[src/core/svc_pkg.sv]
/*
  constants, state encoding and the state record of the supervisor
  configuration block; assumes a 20 MHz system clock.
*/
package svc_pkg;
  // slave byte preambles and fixed addresses
  localparam logic [3:0] PRE_CTRL  = 4'hb;
  localparam logic [3:0] PRE_ARRAY = 4'ha;
  localparam logic [1:0] DEV_SEL   = 2'h0;
  localparam logic [8:0] CTRL_ADDR = 9'h1ff;
  // threshold command byte addresses
  localparam logic [7:0] TRIP_UP1  = 8'h01;
  localparam logic [7:0] TRIP_UP2  = 8'h09;
  localparam logic [7:0] TRIP_UP3  = 8'h0d;
  localparam logic [7:0] TRIP_RST1 = 8'h03;
  localparam logic [7:0] TRIP_RST2 = 8'h0b;
  localparam logic [7:0] TRIP_RST3 = 8'h0f;
  // control register data patterns
  localparam logic [7:0] CMD_CLEAR = 8'h00;
  localparam logic [7:0] CMD_WEL   = 8'h02;
  localparam logic [7:0] CMD_BOTH  = 8'h06;
  // control register field positions
  localparam int POS_DLY_HI = 7;
  localparam int POS_DOG_HI = 6;
  localparam int POS_DOG_LO = 5;
  localparam int POS_LOCK   = 4;
  localparam int POS_ZERO   = 3;
  localparam int POS_RWL    = 2;
  localparam int POS_WEL    = 1;
  localparam int POS_DLY_LO = 0;
  // factory image of the retained bits
  localparam logic [7:0] FACTORY_IMAGE = 8'h61;
  // select codes and their meanings
  localparam logic [1:0] DOG_OFF    = 2'h3;
  localparam logic [10:0] DOG_MS_0  = 11'h578;
  localparam logic [10:0] DOG_MS_1  = 11'h0c8;
  localparam logic [10:0] DOG_MS_2  = 11'h019;
  localparam logic [9:0] DLY_MS_0   = 10'h032;
  localparam logic [9:0] DLY_MS_1   = 10'h0c8;
  localparam logic [9:0] DLY_MS_2   = 10'h190;
  localparam logic [9:0] DLY_MS_3   = 10'h320;
  // non-volatile store time
  localparam int CLK_HZ       = 20000000;
  localparam int NV_WRITE_MS  = 10;
  localparam int NV_WRITE_CYC = NV_WRITE_MS * (CLK_HZ / 1000);

  typedef enum logic [2:0] {
    S_IDLE, S_DEV, S_ADR, S_WR, S_ACK, S_TX, S_MACK, S_IGN
  } svc_state_t;

  typedef struct packed {
    svc_state_t  st;
    svc_state_t  nxt;
    logic [3:0]  bitCnt;
    logic [7:0]  sh;
    logic [7:0]  tx;
    logic [8:0]  addr;
    logic [7:0]  data;
    logic [1:0]  dataCnt;
    logic        isCtrl;
    logic        hvFrame;
    logic        sdaDrv;
    logic        write_enable_latch;
    logic        register_write_latch;
    logic [1:0]  dogSel;
    logic [1:0]  dlySel;
    logic        lock;
    logic [17:0] busyCnt;
    logic        tripAct;
    logic [1:0]  tripSel;
    logic        tripRst;
    logic        tripDone;
    logic        nvStb;
    logic        arrStb;
    logic        sclPrev;
    logic        sdaPrev;
  } svc_regs_t;
endpackage : svc_pkg

[src/core/svc_sync2.sv]
/*
  two flip-flop synchroniser for a group of asynchronous levels;
  assumes synchronous active-low reset on the receiving clock.
*/
`timescale 1ns/1ps
module svc_sync2 #(
  parameter int           W    = 1,
  parameter logic [W-1:0] INIT = '0
) (
  input  wire logic         clk_sys,
  input  wire logic         rst_n,
  input  wire logic [W-1:0] din,
  output logic      [W-1:0] dout
);
  typedef struct packed {
    logic [W-1:0] meta;
    logic [W-1:0] held;
  } svc_sync_t;

  svc_sync_t stage_q;
  svc_sync_t stage_d;

  // first stage feeds only the second
  always_comb begin
    stage_d.meta = din;
    stage_d.held = stage_q.meta;
  end

  // reset to the idle level so no false edge follows reset
  always_ff @(posedge clk_sys) begin
    if (!rst_n) begin
      stage_q <= {INIT, INIT};
    end else begin
      stage_q <= stage_d;
    end
  end

  assign dout = stage_q.held;
endmodule : svc_sync2

[src/core/svc_config_regs.sv]
/*
  two-wire slave holding the supervisor control register, the
  enable latches and the threshold programming commands.
  assumes scl/sda/qualifier pins are asynchronous, the retained
  image comes from non-volatile cells, clk_sys is 20 MHz.
*/
// Summary of operation
// - STOP starts programming, pin low finishes
// - reset threshold at 03h, 0Bh, 0Fh
// - register needs 1011 preamble, address 1FFh
// - register changes only by single-byte write
// - second data byte is not acknowledged
// - stop launches non-volatile store
// - random read returns register, one byte
// - register write needs register latch set
// - write latch clear after power-up
// - latch clear: writes ignored, no acknowledge, except 02h and the threshold commands
// - writing 02h sets write latch
// - latch holds until cleared or power-up
// - latch-only writes start no store
// - lock protects 100h to 1FFh writes
// - delay select codes 50/200/400/800 ms
// - lock and period bits survive power loss
// - period select 1.4s/200ms/25ms/off
// - store clears register write latch
`timescale 1ns/1ps
module svc_config_regs
  import svc_pkg::*;
#(
  parameter int NV_WRITE_CYCLES = NV_WRITE_CYC
) (
  input  wire logic        clk_sys,
  input  wire logic        rst_n,
  input  wire logic        sclPin,
  input  wire logic        sdaPin,
  output logic             sdaOut,
  output logic             sdaOe,
  input  wire logic        progVoltageHi,
  input  wire logic        dogPinLow,
  input  wire logic [7:0]  nvRetained,
  output logic [7:0]       controlImage,
  output logic [1:0]       dogPeriodSel,
  output logic [10:0]      dogPeriodMs,
  output logic             dogDisabled,
  output logic [1:0]       resetDelaySel,
  output logic [9:0]       resetDelayMs,
  output logic             upperHalfLock,
  output logic             writeEnableLatch,
  output logic             registerWriteLatch,
  output logic             nvStoreStb,
  output logic             nvBusy,
  output logic             tripProgActive,
  output logic [1:0]       tripSel,
  output logic             tripReset,
  output logic             tripDoneStb,
  output logic             arrayWrStb,
  output logic [8:0]       arrayAddr,
  output logic [7:0]       arrayData
);
  svc_regs_t  q, d, rstVal;
  logic [1:0] busSync, auxSync;
  logic       scl, sda, hv, dogLow;
  logic       sclR, sclF, startC, stopC;
  logic       tripHit, tripIsRst, locked, ackOk;
  logic [1:0] tripIdx;

  // bus pins idle high, so their stages start high
  svc_sync2 #(.W(2), .INIT(2'h3)) uBus (
    .clk_sys (clk_sys),
    .rst_n   (rst_n),
    .din     ({sclPin, sdaPin}),
    .dout    (busSync)
  );
  svc_sync2 #(.W(2), .INIT(2'h0)) uAux (
    .clk_sys (clk_sys),
    .rst_n   (rst_n),
    .din     ({progVoltageHi, dogPinLow}),
    .dout    (auxSync)
  );
  assign scl    = busSync[1];
  assign sda    = busSync[0];
  assign hv     = auxSync[1];
  assign dogLow = auxSync[0];

  // bus events seen on the sampled lines
  assign sclR   = scl & ~q.sclPrev;
  assign sclF   = ~scl & q.sclPrev;
  assign startC = scl & q.sclPrev & q.sdaPrev & ~sda;
  assign stopC  = scl & q.sclPrev & ~q.sdaPrev & sda;
  assign locked = q.lock & q.addr[8];

  // threshold command decode on the byte address
  always_comb begin
    tripHit   = 1'b1;
    tripIdx   = 2'h0;
    tripIsRst = (q.addr[7:0] == TRIP_RST1) || (q.addr[7:0] == TRIP_RST2) ||
                (q.addr[7:0] == TRIP_RST3);
    case (q.addr[7:0])
      TRIP_UP1:  tripIdx = 2'h1;
      TRIP_UP2:  tripIdx = 2'h2;
      TRIP_UP3:  tripIdx = 2'h3;
      TRIP_RST1: tripIdx = 2'h1;
      TRIP_RST2: tripIdx = 2'h2;
      TRIP_RST3: tripIdx = 2'h3;
      default:   tripHit = 1'b0;
    endcase
    // only A0h in a qualified frame programs
    tripHit = tripHit & q.hvFrame & ~q.isCtrl & ~q.addr[8];
  end

  // acknowledge for a received data byte
  always_comb begin
    if (q.dataCnt != 2'h0) begin
      ackOk = 1'b0;
    end else if (tripHit) begin
      ackOk = (q.sh == CMD_CLEAR);
    end else if (q.isCtrl) begin
      ackOk = q.write_enable_latch | (q.sh == CMD_WEL);
    end else begin
      ackOk = q.write_enable_latch & ~locked;
    end
  end

  // retained bits come back from the cells at power-up
  always_comb begin
    rstVal         = '0;
    rstVal.st      = S_IDLE;
    rstVal.nxt     = S_IDLE;
    rstVal.sclPrev = 1'b1;
    rstVal.sdaPrev = 1'b1;
    rstVal.dogSel  = nvRetained[POS_DOG_HI:POS_DOG_LO];
    rstVal.dlySel  = {nvRetained[POS_DLY_HI], nvRetained[POS_DLY_LO]};
    rstVal.lock    = nvRetained[POS_LOCK];
  end

  // next state of the whole block
  always_comb begin
    d          = q;
    d.sclPrev  = scl;
    d.sdaPrev  = sda;
    d.nvStb    = 1'b0;
    d.arrStb   = 1'b0;
    d.tripDone = 1'b0;
    if (q.busyCnt != 18'h0) begin
      d.busyCnt = q.busyCnt - 18'h1;
    end
    // pin pulled low closes a programming run
    if (q.tripAct && dogLow) begin
      d.tripAct  = 1'b0;
      d.tripDone = 1'b1;
    end
    if (startC) begin
      d.st      = S_DEV;
      d.bitCnt  = 4'h0;
      d.sdaDrv  = 1'b0;
      d.dataCnt = 2'h0;
      d.hvFrame = hv;
    end else if (stopC) begin
      d.st     = S_IDLE;
      d.sdaDrv = 1'b0;
      // only a single accepted data byte commits
      if (q.st == S_WR && q.dataCnt == 2'h1) begin
        if (tripHit) begin
          d.tripAct = 1'b1;
          d.tripSel = tripIdx;
          d.tripRst = tripIsRst;
        end else if (q.isCtrl) begin
          if (q.register_write_latch && !q.data[POS_RWL]) begin
            // store retained fields; bit 3 dropped
            d.dogSel  = q.data[POS_DOG_HI:POS_DOG_LO];
            d.dlySel  = {q.data[POS_DLY_HI], q.data[POS_DLY_LO]};
            d.lock    = q.data[POS_LOCK];
            d.register_write_latch    = 1'b0;
            d.nvStb   = 1'b1;
            d.busyCnt = 18'(NV_WRITE_CYCLES);
          end else if (q.data == CMD_WEL) begin
            d.write_enable_latch = 1'b1; // volatile, no busy time
          end else if (q.data == CMD_CLEAR) begin
            d.write_enable_latch = 1'b0;
          end else if (q.data == CMD_BOTH && q.write_enable_latch) begin
            d.register_write_latch = 1'b1; // bit 2 set with latch held: fields untouched
          end
        end else begin
          d.arrStb = 1'b1;
        end
      end else if (q.st == S_IGN && !q.isCtrl && q.write_enable_latch && locked &&
                   q.dataCnt == 2'h1) begin
        d.register_write_latch = 1'b0; // protected write attempt drops it
      end
    end else begin
      case (q.st)
        S_DEV, S_ADR, S_WR: begin
          if (sclR) begin
            d.sh     = {q.sh[6:0], sda};
            d.bitCnt = q.bitCnt + 4'h1;
          end else if (sclF && q.bitCnt == 4'h8) begin
            d.bitCnt = 4'h0;
            d.st     = S_IGN;
            if (q.st == S_DEV) begin
              // busy or programming: stay off the bus
              if (q.sh[3:2] == DEV_SEL && q.busyCnt == 18'h0 &&
                  !q.tripAct &&
                  (q.sh[7:4] == PRE_CTRL || q.sh[7:4] == PRE_ARRAY)) begin
                d.isCtrl  = (q.sh[7:4] == PRE_CTRL);
                d.addr[8] = q.sh[1];
                d.sdaDrv  = 1'b1;
                d.st      = S_ACK;
                d.nxt     = S_ADR;
                if (q.sh[0]) begin
                  d.nxt = S_TX;
                  d.tx  = 8'hff;
                  if (q.sh[7:4] == PRE_CTRL &&
                      {q.sh[1], q.addr[7:0]} == CTRL_ADDR) begin
                    d.tx = controlImage;
                  end
                end
              end
            end else if (q.st == S_ADR) begin
              d.addr[7:0] = q.sh;
              if (!q.isCtrl || {q.addr[8], q.sh} == CTRL_ADDR) begin
                d.sdaDrv = 1'b1;
                d.st     = S_ACK;
                d.nxt    = S_WR;
              end
            end else begin
              d.data = q.sh;
              if (q.dataCnt != 2'h3) begin
                d.dataCnt = q.dataCnt + 2'h1;
              end
              if (ackOk) begin
                d.sdaDrv = 1'b1;
                d.st     = S_ACK;
                d.nxt    = S_WR;
              end
            end
          end
        end
        S_ACK: begin
          // release ack, or put the first read bit out
          if (sclF) begin
            d.st     = q.nxt;
            d.sdaDrv = (q.nxt == S_TX) ? ~q.tx[7] : 1'b0;
          end
        end
        S_TX: begin
          if (sclR) begin
            d.bitCnt = q.bitCnt + 4'h1;
          end else if (sclF) begin
            if (q.bitCnt == 4'h8) begin
              d.bitCnt = 4'h0;
              d.sdaDrv = 1'b0;
              d.st     = S_MACK;
            end else begin
              d.tx     = {q.tx[6:0], 1'b1};
              d.sdaDrv = ~q.tx[6];
            end
          end
        end
        S_MACK: begin
          // one byte per read, whatever the master answers
          if (sclR) begin
            d.st = S_IGN;
          end
        end
        default: d.st = q.st;
      endcase
    end
  end

  // latches start cleared, retained bits reloaded
  always_ff @(posedge clk_sys) begin
    if (!rst_n) begin
      q <= rstVal;
    end else begin
      q <= d;
    end
  end

  // period and delay decode
  always_comb begin
    case (q.dlySel)
      2'h0:    resetDelayMs = DLY_MS_0;
      2'h1:    resetDelayMs = DLY_MS_1;
      2'h2:    resetDelayMs = DLY_MS_2;
      default: resetDelayMs = DLY_MS_3;
    endcase
    case (q.dogSel)
      2'h0:    dogPeriodMs = DOG_MS_0;
      2'h1:    dogPeriodMs = DOG_MS_1;
      2'h2:    dogPeriodMs = DOG_MS_2;
      default: dogPeriodMs = 11'h000;
    endcase
  end

  // register image, bit 3 hard zero
  assign controlImage = {q.dlySel[1], q.dogSel, q.lock, 1'b0,
                         q.register_write_latch, q.write_enable_latch, q.dlySel[0]};
  assign sdaOut             = 1'b0;
  assign sdaOe              = q.sdaDrv;
  assign dogPeriodSel       = q.dogSel;
  assign dogDisabled        = (q.dogSel == DOG_OFF);
  assign resetDelaySel      = q.dlySel;
  assign upperHalfLock      = q.lock;
  assign writeEnableLatch   = q.write_enable_latch;
  assign registerWriteLatch = q.register_write_latch;
  assign nvStoreStb         = q.nvStb;
  assign nvBusy             = (q.busyCnt != 18'h0);
  assign tripProgActive     = q.tripAct;
  assign tripSel            = q.tripSel;
  assign tripReset          = q.tripRst;
  assign tripDoneStb        = q.tripDone;
  assign arrayWrStb         = q.arrStb;
  assign arrayAddr          = q.addr;
  assign arrayData          = q.data;
endmodule : svc_config_regs

[config.mk]
export PLATFORM = sky130hd
export DESIGN_NAME = svc_config_regs
export DESIGN_NICKNAME = d
export VERILOG_FILES = /design/src/core/svc_pkg.sv /design/src/core/svc_sync2.sv /design/src/core/svc_config_regs.sv
export SDC_FILE = /design/constraint.sdc
export NUM_CORES = 1
export LEC_CHECK = 0
export ABC_AREA = 0
export BUFFER_PORTS_ARGS = -buffer_cell sky130_fd_sc_hd__buf_4
export CORE_MARGIN = 2
export CORE_UTILIZATION = 61
export DETAILED_ROUTE_END_ITERATION = 12
export PLACE_DENSITY_LB_ADDON = 0.1
export SKIP_CTS_REPAIR_TIMING = 1
export SLEW_MARGIN = 30
export SYNTH_ARGS = -nofsm -noshare
export SYNTH_HDL_FRONTEND = slang
export SYNTH_SLANG_ARGS = --single-unit
[constraint.sdc]
create_clock -name clk_sys -period 4.7 [get_ports clk_sys]
set_input_delay 0 -clock clk_sys [delete_from_list [all_inputs] [get_ports clk_sys]]
set_output_delay 0 -clock clk_sys [all_outputs]
set_load 0.05 [all_outputs]
==> summary by stage, run 1 <==
Floorplanning
The initial core utilization is 63.90%. The die width is 91.63 um. The region available for standard cell placement spans 0.007331 mm^2. The die is 91.63 um tall.

The full die area is 0.008396 mm^2. The boundary pin count is 78. The standard-cell row count is 31.

Global route
The initial antenna violation count came to 0. The global-route met3 utilization is 4.437%. In the global route stage, met1 resource usage came out at 33.95%. The met2 usage in global routing is 45.71%.

The via count of the first global-routing pass is 3791. The pin count of the biggest net entering global routing is 46. The wire length of the first global-routing pass is 18.12 mm. The routing layer with the top usage in global route is met2.

Global routing used 26.66% of the available tracks across all layers. Global routing finished with a remaining overflow of 0.

Worst setup path
The depth of the worst register-to-register path is 6. The largest single stage delay on the critical path is 0.59 ns. STA classifies the critical path startpoint as a flop. Among all stages on the critical path, the largest delay is contributed by or4_4. Tracing the worst setup path back leads to its startpoint at q[21]. The most numerous cell type found on the critical path is or4_4.

In this design, the largest share of critical-path delay is due to simple AND/OR/NAND/NOR gates. For the worst setup path, the data required time is 5.00 ns. The reg2reg setup slack is 1.97 ns. The signal on the critical path passes through or4_4 > or4_4 > or4_4 > nor3_4 > o31ai_1 > a31oi_1. STA classifies the critical path endpoint as a flop.

The number of gates on the worst path with buffers counted is 6. The endpoint of the worst-slack reg-to-reg timing path is q[56]. At the worst endpoint, the arrival time is 3.02 ns.

The startpoint of the worst register-to-register path is q[21]. The maximum fanout along the worst path is 8. The end of the critical path is q[56].

The category of the critical setup timing path is reg -> reg. The number of buffers and inverters on the critical path is 0.

Timing
Between clock sinks in the finished design, the worst skew comes to 0.01522 ns. The sum of negative setup slack is 0 ns. The number of hold violations in the final report is 0.

The number of pins with negative max-slew slack in the final report is 0. Measured against its own limit, the worst slew margin works out to 46.24%. After layout, the worst setup slack is 1.974 ns. Setup repair after global routing left no endpoint under its margin. The final clock period utilization by the worst path is 58.01%. For the finished layout, the period the worst path requires is 2.726 ns. The maximum clock frequency is 366.8 MHz. For the pin with the worst max-slew slack, the measured transition is 0.7963 ns. The setup violation total in the final timing report is 0.

Synthesis
For this run, the leading register cell type out of synthesis is dfxtp_1. The instance count of the mapped netlist is 546. The post-synthesis instance area is 0.004684 mm^2.

Summing the areas of all xor and xnor instances in the mapped netlist gives 3.178% of the synthesized area. The synthesized design contains 90 register bits. By area the synthesized netlist is led by dfxtp_1 36%, buf_4 6.4%, nor2_1 6.1%. dfxtp_1 takes more of the synthesized area than any other cell. Of the total synthesized cell area, the portion taken by AND, OR, NAND and NOR gates is 24.39%.

The part of the Yosys area used for sequential elements is 39.53%. The fraction of registers with async set/reset is 0%. Summing the areas of all compound-gate instances in the mapped netlist gives 12.26% of the synthesized area. The proportion of synthesized area in mux cells is 6.490%. By area, the combinational part of the netlist is dominated by simple AND/OR/NAND/NOR gates. The fraction of the mapped netlist area in adder cells is 3.739%. In this run, distinct cell masters in the synthesized netlist total 61.

Yosys printed 0 warnings. The mean instance size in the synthesized netlist is 8.580 um^2. The top cell type by area accounts for 36.32% of the synthesized area.

The count of flip-flops with a built-in enable after synthesis is 5.

Power and ir drop
In this run the static leakage power is 0.002102 uW. The maximum ir drop on the vdd rail is 0.4730 mV. For this design the ratio of total power to cell area is 384.8 mW/mm^2.

Routing
The average routed wire per standard cell is 16.30 um. In the routed layout, each cell is associated on average with a via count of 5.850. After detailed routing, the number of remaining DRC violations is 0. In this run the remaining antenna-violating nets after routing total 0. For this block, the initial DRC count from the detailed router was 276. The first detailed-routing pass took 6 iterations. The routed layout has 3978 vias. The total wire length after detailed routing is 11.08 mm.

Clock network
After clock tree synthesis, the clock-pin slew on the worst setup and hold paths is 0.10 ns. The number of buffers created by CTS is 9. The worst-skew pair later-pin latency is 0.37 ns.

The CTS tree is built. The buffer type at the clock tree root is clkbuf_8. The number of levels the H-tree was split into is 3. The number of sinks driven by the clock tree is 90.

The worst-case clock buffer depth is 2.

Placement
After detailed placement, the total cell area comes to 0.004940 mm^2. The half-perimeter wire length after detailed placement is 7.727 mm. The routability congestion estimate is 0.8704.

The count of input and output buffers is 67. The number of cells in the design after placement is 653. The worst slack at placement is 1.971 ns.

Run status
The run finished with clean final reports.

Cells and area
The layout cell share with drive strength beyond 1 is 16.70%. The area growth from synthesis to final layout is 12.07%. Leaving out filler cells and counting taps, the final layout contains 680. In the layout the commonest cells are 85 x dfxtp_1, 76 x nor2_1, 67 x buf_4.

The net count of the finished layout is 604. The repair_antennas step left the layout with diodes totalling 0. The most common cell after layout, fill and taps aside is dfxtp_1. The finished cells cover 0.005250 mm^2.

Job
The total of max-cap violations is 0.

Min path
The worst min-delay path class is in -> reg.
-- flip-flops by register name, indices dropped and copies added, names as in the netlist, 2 cells and up --
name and count:
arrayData 8, q 50, uAux.dout 2, uAux.stage_d 2, arrayAddr 9, resetDelaySel 2
uBus.stage_d 2, uBus.dout 2, dogPeriodSel 2, tripSel 2
-- Yosys cell counts (10+ instances only) --
cell      count
dfxtp_1      85
nor2_1       76
buf_4        40
nand2_1      33
mux2i_1      27
clkbuf_1     24
inv_1        23
a21oi_1      20
ha_1         14
nand3_1      14
nor4_1       14
o21ai_0      13
nand2b_1     12
a31oi_1      11
nor3_1       10
-- cells by family (layout without fill, tap and decap cells) --
kind of cell               Yosys count  after routing
other                                1              7
and+or+nand+nor                    219            219
adders and majority gates           14             14
muxes                               30             30
buffers and inverters               89            118
AOI/OAI and AO/OA                   86             86
DFF                                 90             90
xor gates and xnor gates            17             17
-- final cells by class --
class / instances / area, um^2
Clock buffer: 10 / 137.6
Clock inverter: 6 / 56.30
Fill cell: 589 / 2081
Inverter: 24 / 90.09
Multi-Input combinational cell: 373 / 2377
Sequential cell: 90 / 1852
Tap cell: 99 / 123.9
Timing Repair Buffer: 78 / 613.1
-- how the worst min path moves through the flow --
stage | from | to | slack [ns] | cells after the start
after floorplan | sdaPin | uBus.stage_d[0] | 0.10 | 1
after global placement | sdaPin | uBus.stage_d[0] | 0.18 | 2
after detailed placement | sdaPin | uBus.stage_d[0] | 0.19 | 2
after CTS | sdaPin | uBus.stage_d[0] | -0.19 | 2
after global routing | sdaPin | uBus.stage_d[0] | 0.38 | 3
final | sdaPin | uBus.stage_d[0] | 0.36 | 3
-- metrics by stage --
step                      hold slack (ns)  utilization [%]  power, uW
after CTS                         -0.1943            70.03       2017
after detailed placement           0.1867            67.38       1501
after global routing               0.3826            71.62       2121
after floorplan                    0.1015                -       1390
after global placement             0.1821            67.38       1479
final                              0.3644            71.62       2020
-- worst register-to-register path, cell delays in order (launching register included) --
cell	delay, ns
dfxtp_1	0.34
or4_4	0.57
or4_4	0.48
or4_4	0.60
nor3_4	0.37
o31ai_1	0.13
a31oi_1	0.16
-- per-layer routing --
| metal | wire length [um] | vias to the layer above |
|---|---|---|
| met1 | 4868 | 1896 |
| li1 | - | 1940 |
| met4 | 180 | 0 |
| met2 | 5439 | 127 |
| met3 | 593 | 15 |
| met5 | 0 | - |
-- power breakdown --
| group | internal (uW) | switching [uW] | total [uW] |
|---|---|---|---|
| registers | 834 | 63.2 | 897 |
| logic | 233 | 371 | 604 |
| clock network | 219 | 300 | 518 |
(Power assumes the default switching activity.)
==> run 2: changes to the inputs <==
ABC_AREA = 1   (was 0)
CORE_UTILIZATION = 51   (was 61)
clock period = 2.5 ns   (was 4.7 ns; I/O delays follow)
==> run 2 against run 1 <==
Net effect: sequential cell count unchanged; utilization down 11 points; worst hold slack worse by 0.011 ns; sequential power up 110%; register-to-register slack worse by 1.7 ns; via count up 8.0%; critical endpoint is now arrayAddr[5]; cell area up 5.8%; count of clock-buffer cells in the layout unchanged; combinational power rose to 2.9 times the previous value; fmax up 23%; power up 130%; routed wire length up 2.5%.
==> summary by stage, run 2 <==
Run status
The run finished with clean final reports.

Worst setup path
The worst setup path is captured at a flop. The category of the critical setup timing path is reg -> reg. The kind of start point of the critical path is a flop. The maximum fanout along the worst path is 15 (+7).

The required time of the critical path is 2.76 ns (-2.24 ns). The worst stage delay on the critical path is 0.37 ns (-0.22 ns). The arrival time at the worst endpoint is 2.47 ns (-0.55 ns). The critical path goes through inv_1 > ha_1 > nor2_1 > nand2_1 > nor2_1 > nand2_1 > o21ai_0 > a21oi_1. Among all stages on the critical path, the largest delay is contributed by dfxtp_1.

Cells and area
The layout cell share with drive strength beyond 1 came to 19.72% (+3.0 points). Counting flops per register, the top entry is q. Leaving out fill and tap cells, the most frequent cells in the layout are 98 x nand2_1, 85 x dfxtp_1, 84 x inv_1. The most common cell after layout, fill and taps aside is nand2_1. The number of diodes came to 0 (unchanged). The final net count is 743 (+23%). The final core utilization came to 60.14% (-11 points). The area growth from synthesis to layout is 13.96%.

The number of flip-flops under the largest register name was 50 (unchanged).

Clock network
TritonCTS built the clock tree. The tree is rooted in a clkbuf_8. The number of sinks driven by the clock tree is 90 (unchanged). The number of levels the H-tree was split into is 3 (unchanged).

The worst-skew pair later-pin latency is 0.38 ns (about the same). The worst-case clock buffer depth came to 2 (unchanged). The clock edge transition at the registers on the reported setup and hold paths came to 0.10 ns (about the same).

The number of buffers created by CTS came to 9 (unchanged).

Timing
The number of hold violations in the final report is 0 (unchanged). Setup repair after global routing left no endpoint under its margin. The number of pins with negative max-slew slack in the final report is 0 (unchanged). The setup violation total in the final timing report was 0 (unchanged).

The final period demand of the worst path came to 2.208 ns (-0.5182 ns). The relative max-transition margin is 64.73% (+18 points). The maximum clock frequency is 452.9 MHz (+23%).

The sum of negative setup slack is 0 ns (unchanged). The worst clock skew is 0.01928 ns (+0.004054 ns). The slew at the pin closest to its max-slew limit is 0.5242 ns (-0.2721 ns). The final clock period utilization by the worst path was 88.32% (+30 points).

Routing
The total wire length after detailed routing is 11.36 mm (+2.5%). The detailed-route DRC error count is 0 (unchanged). The average routed wire per standard cell is 13.38 um (-18%). The via count normalized by instance count is 5.062 (-13%).

The count of routing violations after the opening detailed-route iteration is 188 (-32%). The count of vias placed by the detailed router is 4298 (+8.0%). The post-route antenna net violation count came to 0 (unchanged). The length of the first detailed-routing pass in iterations came to 5 (-1).

Job
The total of max-cap violations came to 0 (unchanged).

Power and ir drop
The leakage power total is 0.002529 uW (+20%). The maximum ir drop on the vdd rail was 0.7134 mV (+51%). The power per cell area is 838.0 mW/mm^2 (+120%).

Global route
The combined global-route utilization of all metal layers was 22.57% (-4.1 points). The initial antenna violation count is 0 (unchanged). The pin count of the biggest net entering global routing is 38 (-17%).

The overall overflow remaining after global route came to 0 (unchanged). The wire length of the first global-routing pass is 18.51 mm (+2.1%). The via count of the first global-routing pass is 3969 (+4.7%).

Synthesis
The count of flip-flops with a built-in enable after synthesis is 5 (unchanged). In the post-synthesis netlist, the biggest area contributors are dfxtp_1 35%, nand2_1 7.5%, inv_1 6.5%. The most area-hungry cell type in the Yosys netlist is dfxtp_1. The total number of yosys warnings was 0 (unchanged).

For this run, the leading register cell type out of synthesis is dfxtp_1. The instance count of the mapped netlist is 669 (+23%). The register bit total from synthesis is 90 (unchanged). The number of distinct standard cells referenced by the synthesized netlist is 46 (-25%). Ranked by instance count, the synthesized netlist is headed by 98 x nand2_1, 85 x dfxtp_1, 84 x inv_1. The proportion of netlist area held by the largest area contributor is 34.90% (-1.4 points).

The cell with the most instances after synthesis is nand2_1. The fraction of registers with async set/reset is 0% (unchanged). The mean instance size in the synthesized netlist is 7.288 um^2 (-15%). The post-synthesis instance area is 0.004876 mm^2 (+4.1%). The part of the Yosys area used for sequential elements is 37.98% (-1.6 points).

Min path
The worst min-delay path class is in -> reg.

Floorplanning
The standard-cell row count is 35 (+13%). The height of the die is 101.8 um (+11%). The full die area was 0.01036 mm^2 (+23%). The die width is 101.8 um (+11%).

The floorplan core area was 0.009240 mm^2 (+26%). The initial core utilization is 52.77% (-11 points). The boundary pin count is 78 (unchanged).

Placement
The count of input and output buffers is 67 (unchanged). The routability congestion estimate is 0.8929 (+2.6%). The half-perimeter wire length after detailed placement came to 8.420 mm (+9.0%).
[run 2: changes by cell type after synthesis, moves of 11 or more]
| cell | previous run | this run |
|---|---|---|
| mux2i_1 | 27 | 0 |
| nand3_1 | 14 | 31 |
| nand2b_1 | 12 | 0 |
| o21ai_0 | 13 | 57 |
| inv_2 | 1 | 12 |
| inv_1 | 23 | 84 |
| a21oi_1 | 20 | 35 |
| nor4_1 | 14 | 2 |
| clkbuf_1 | 24 | 11 |
| nand2_1 | 33 | 98 |
[run 2: stage by stage]
| step | hold WS [ns] | total power [uW] | worst slack, ns | instances | cell area, um^2 |
|---|---|---|---|---|---|
| finish | 0.3532 | 4657 | 0.2919 | 849 | 5557 |
| global route | 0.3683 | 5003 | 0.06772 | 849 | 5557 |
| CTS | -0.2051 | 4659 | 0.3211 | 837 | 5436 |
| detailed placement | 0.1885 | 3641 | 0.3283 | 821 | 5236 |
| global placement | 0.1812 | 3605 | 0.4326 | 821 | 5236 |
| floorplan | 0.09763 | 3312 | 0.5994 | 675 | 4898 |
[run 2: worst max-delay path, delay by kind of cell, from the launching register on]
| kind | cells | cell delay, ns |
|---|---|---|
| DFF | 1 | 0.37 |
| buffers and inverters | 1 | 0.05 |
| and+or+nand+nor | 4 | 1.09 |
| adders and majority gates | 1 | 0.23 |
| AOI/OAI and AO/OA | 2 | 0.36 |
[run 2: worst paths after layout]
| check | from | to | slack (ns) | cells past startpoint |
|---|---|---|---|---|
| max reg2reg | q[1] | arrayAddr[5] | 0.29 | 8 |
| min | sclPin | uBus.stage_d[1] | 0.35 | 3 |
| min reg2reg | uBus.stage_d[0] | uBus.dout[0] | 0.42 | 1 |
| max | q[1] | arrayAddr[5] | 0.29 | 8 |
[run 2: area by class of cell]
| class | count | area (um^2) |
|---|---|---|
| Sequential cell | 90 | 1852 |
| Multi-Input combinational cell | 433 | 2315 |
| Fill cell | 870 | 3684 |
| Tap cell | 129 | 161.4 |
| Clock inverter | 6 | 72.57 |
| Clock buffer | 10 | 127.6 |
| Timing Repair Buffer | 85 | 668.1 |
| Inverter | 96 | 360.3 |
[run 2: cell families (layout without fill, tap and decap cells)]
family,Yosys count,after routing,share of synthesized area (%)
other,1,7,0.07691
flip-flops,90,90,37.98
XOR/XNOR,12,12,2.155
buffers and inverters,152,197,15.01
AO/OA/AOI/OAI,124,124,14.40
adder cells (fa/ha/maj),14,14,3.593
AND/OR/NAND/NOR,276,276,26.79
[run 2: per-layer routing]
| layer | routed length (um) | vias up | GRT usage, % |
|---|---|---|---|
| met5 | 0 | - | 0 |
| li1 | - | 2202 | - |
| met3 | 589 | 24 | 4.003 |
| met1 | 5269 | 1937 | 29.26 |
| met4 | 250 | 0 | 8.316 |
| met2 | 5252 | 135 | 37.60 |
[run 2: power breakdown]
part,internal (uW),total [uW],switching [uW]
Sequential,1660,1850,195
Combinational,627,1780,1150
Clock,473,1030,553
Total,2760,4660,1900
==> run 3: changes to the inputs <==
--- a/config.mk
+++ b/config.mk
@@ -10,3 +10,3 @@
 export CORE_MARGIN = 2
-export CORE_UTILIZATION = 51
+export CORE_UTILIZATION = 50
 export DETAILED_ROUTE_END_ITERATION = 12
--- a/constraint.sdc
+++ b/constraint.sdc
@@ -3,2 +3,2 @@
 set_output_delay 0 -clock clk_sys [all_outputs]
-set_load 0.05 [all_outputs]
+set_load 0.01 [all_outputs]
==> run 3 against run 2 <==
Net effect: combinational power is 8% lower; routed wire length is 0.77% higher; sequential cell count stayed put; via count is 0.91% lower; final cell count is 0.35% higher; clock skew is 0.0054 ns lower; power is 3.1% lower; largest power group unchanged; worst hold slack better by 0.0036 ns; utilization is 2.5 points lower; register-to-register slack better by 0.06 ns; global-route usage is 0.25 points lower.
==> summary by stage, run 3 (synthesis results as in run 2) <==
Min path
The origin of the worst min-delay path is sclPin. The end of the worst hold path is uBus.stage_d[1]. The number of instances on the worst hold path is 3 (unchanged).

The worst min-delay path class is in -> reg.

Worst setup path
The required time of the critical path came to 2.76 ns (about the same). The arrival time at the worst endpoint is 2.41 ns (-0.06 ns). The kind of start point of the critical path is a flop. In this run the critical register-to-register path is launched from q[1]. The endpoint of the worst-slack reg-to-reg timing path is arrayAddr[7]. STA classifies the critical path endpoint as a flop. The depth of the worst register-to-register path is 8 (unchanged). The reg2reg setup slack is 0.35 ns (+0.06 ns).

The category of the critical setup timing path is reg -> reg. The maximum fanout along the worst path came to 15 (unchanged).

Clock network
The worst-case clock buffer depth is 2 (unchanged). The number of levels the H-tree was split into was 3 (unchanged). The clock edge transition at the registers on the reported setup and hold paths was 0.10 ns (about the same).

The number of buffers created by CTS is 9 (unchanged). The number of sinks driven by the clock tree came to 90 (unchanged). The worst-skew pair later-pin latency is 0.38 ns (about the same).

The CTS tree is built. CTS placed an instance of clkbuf_8 at the clock tree root.

Power and ir drop
The relative contribution of the clock network to total power is 22.7% (+0.7 points). The switching component of the power is 1754 uW (-7.7%). The power per cell area came to 811.8 mW/mm^2 (-3.1%).

The leakage power total is 0.002525 uW (-0.15%). The switching power as a share of total power was 38.87% (-1.9 points). The internal portion of total power is 2759 uW (about the same). The sequential cell fraction of total power was 41.0% (+1.2 points). The combinational group share of total power is 36.3% (-1.9 points).

The maximum ir drop on the vdd rail was 0.5808 mV (-19%).

Cells and area
Leaving out fill and tap cells, the most frequent cells in the layout are 98 x nand2_1, 85 x dfxtp_1, 84 x inv_1. The layout filler cell count was 961 (+10%). The number of diodes is 0 (unchanged).

The final net count is 742 (-0.13%). The sequential cell area is 0.001852 mm^2 (unchanged). The number of flip-flops under the largest register name is 50 (unchanged).

Ranked by flip-flop count, first place goes to q. The area of combinational cells with multiple inputs is 0.002315 mm^2 (unchanged). The layout cell share with drive strength beyond 1 is 19.89% (+0.17 points). The area growth from synthesis to final layout is 14.01% (about the same). The most common cell after layout, fill and taps aside is nand2_1. The post-route standard cell area excluding fillers is 0.005559 mm^2 (about the same).

Routing
The detailed-route DRC error count is 0 (unchanged). The length of the first detailed-routing pass in iterations was 5 (unchanged). The count of vias placed by the detailed router is 4259 (-0.91%).

The via count normalized by instance count is 4.999 (-1.3%). The count of routing violations after the opening detailed-route iteration is 183 (-2.7%). The total wire length after detailed routing is 11.45 mm (+0.77%). The post-route antenna net violation count was 0 (unchanged).

The average routed wire per standard cell is 13.44 um (+0.42%).

Floorplanning
The initial core utilization is 50.58% (-2.2 points). The full die area was 0.01056 mm^2 (+1.9%). The standard-cell row count was 36 (+2.9%). The floorplan core area was 0.009639 mm^2 (+4.3%). The boundary pin count is 78 (unchanged). The die width is 102.8 um (+0.95%). The height of the die came to 102.8 um (+0.95%).

Global route
The overall overflow remaining after global route was 0 (unchanged). The via count of the first global-routing pass is 3876 (-2.3%). The wire length of the first global-routing pass is 18.27 mm (-1.3%). The pin count of the biggest net entering global routing is 47 (+24%). The initial antenna violation count is 0 (unchanged). The combined global-route utilization of all metal layers was 22.32% (-0.25 points).

Timing
Setup repair after global routing left no endpoint under its margin. The setup violation total in the final timing report is 0 (unchanged). The slew at the pin closest to its max-slew limit is 0.5597 ns (+0.03551 ns). The final period demand of the worst path is 2.148 ns (-0.05978 ns). The number of pins with negative max-slew slack in the final report is 0 (unchanged). The final clock period utilization by the worst path is 85.93% (-2.4 points). The number of hold violations in the final report came to 0 (unchanged). The maximum clock frequency is 465.5 MHz (+2.8%). The worst clock skew is 0.01391 ns (-0.005369 ns). The sum of negative setup slack is 0 ns (unchanged). The relative max-transition margin was 61.72% (-3.0 points).

Placement
The routability congestion estimate is 0.8842 (-0.97%). The count of input and output buffers is 67 (unchanged). The half-perimeter wire length after detailed placement came to 8.406 mm (-0.16%). The cell area after placement came to 0.005241 mm^2 (about the same).

Run status
The run finished with clean final reports.

Job
The total of max-cap violations came to 0 (unchanged).
## run 3: changes by cell type in the layout (fill, tap and decap cells not counted)
cell / change
clkbuf_16: +1
dlygate4sd3_1: -1
inv_6: -1
clkbuf_8: +2
clkbuf_1: -1
clkinv_4: -2
clkinvlp_4: +2
bufinv_16: -1
## run 3: power groups by stage
stage                     sequential [uW]  clock, uW  combinational, uW
after floorplan                      1840          0               1340
after global placement               1880          0               1600
after detailed placement             1880          0               1630
after CTS                            1850       1050               1640
after global routing                 1880       1090               1910
final                                1850       1020               1640
## run 3: worst max-delay path by stage
stage	startpoint	to	slack (ns)	depth (start not counted)
detailed placement	q[1]	arrayAddr[7]	0.33	8
floorplan	q[1]	dogPeriodSel[0]	0.71	6
global route	q[1]	arrayAddr[1]	0.02	8
global placement	q[1]	arrayAddr[7]	0.44	8
finish	q[1]	arrayAddr[7]	0.35	8
CTS	q[1]	arrayAddr[7]	0.32	8
## run 3: worst max-delay path, cell delays in order, from the launching register on
cell and delay (ns):
dfxtp_1 0.36, inv_1 0.05, ha_1 0.24, nor2_1 0.16
nand2_1 0.17, nor2_1 0.34, nand2_1 0.37, o21ai_0 0.29
a21oi_1 0.06
## run 3: final cells by class
type | instances | area share, %
multi-input cells | 433 | 41.64
flip-flops and latches | 90 | 33.31
repair buffers | 84 | 11.84
inverters | 96 | 6.482
clock buffers | 12 | 3.174
well taps | 133 | 2.993
clock inverters | 4 | 0.5627
## run 3: metrics by stage
step           cells  hold WS [ns]  util (%)  setup slack, ns  power, uW
3_3_place_gp     825        0.1791     54.37           0.4408       3473
3_5_place_dp     825        0.1892     54.37           0.3335       3513
4_1_cts          841       -0.2086     56.53           0.3178       4543
5_1_grt          852        0.3561     57.67          0.02153       4879
6_report         852        0.3568     57.67           0.3517       4513
2_1_floorplan    675       0.09763         -           0.7080       3176
## run 3: routing by layer
layer / global-route usage, % / up-vias / wire length (um)
met5: 0 / - / 0
met3: 2.712 / 17 / 613
met1: 29.10 / 1910 / 5291
met4: 9.514 / 0 / 250
met2: 37.46 / 134 / 5294
li1: - / 2198 / -
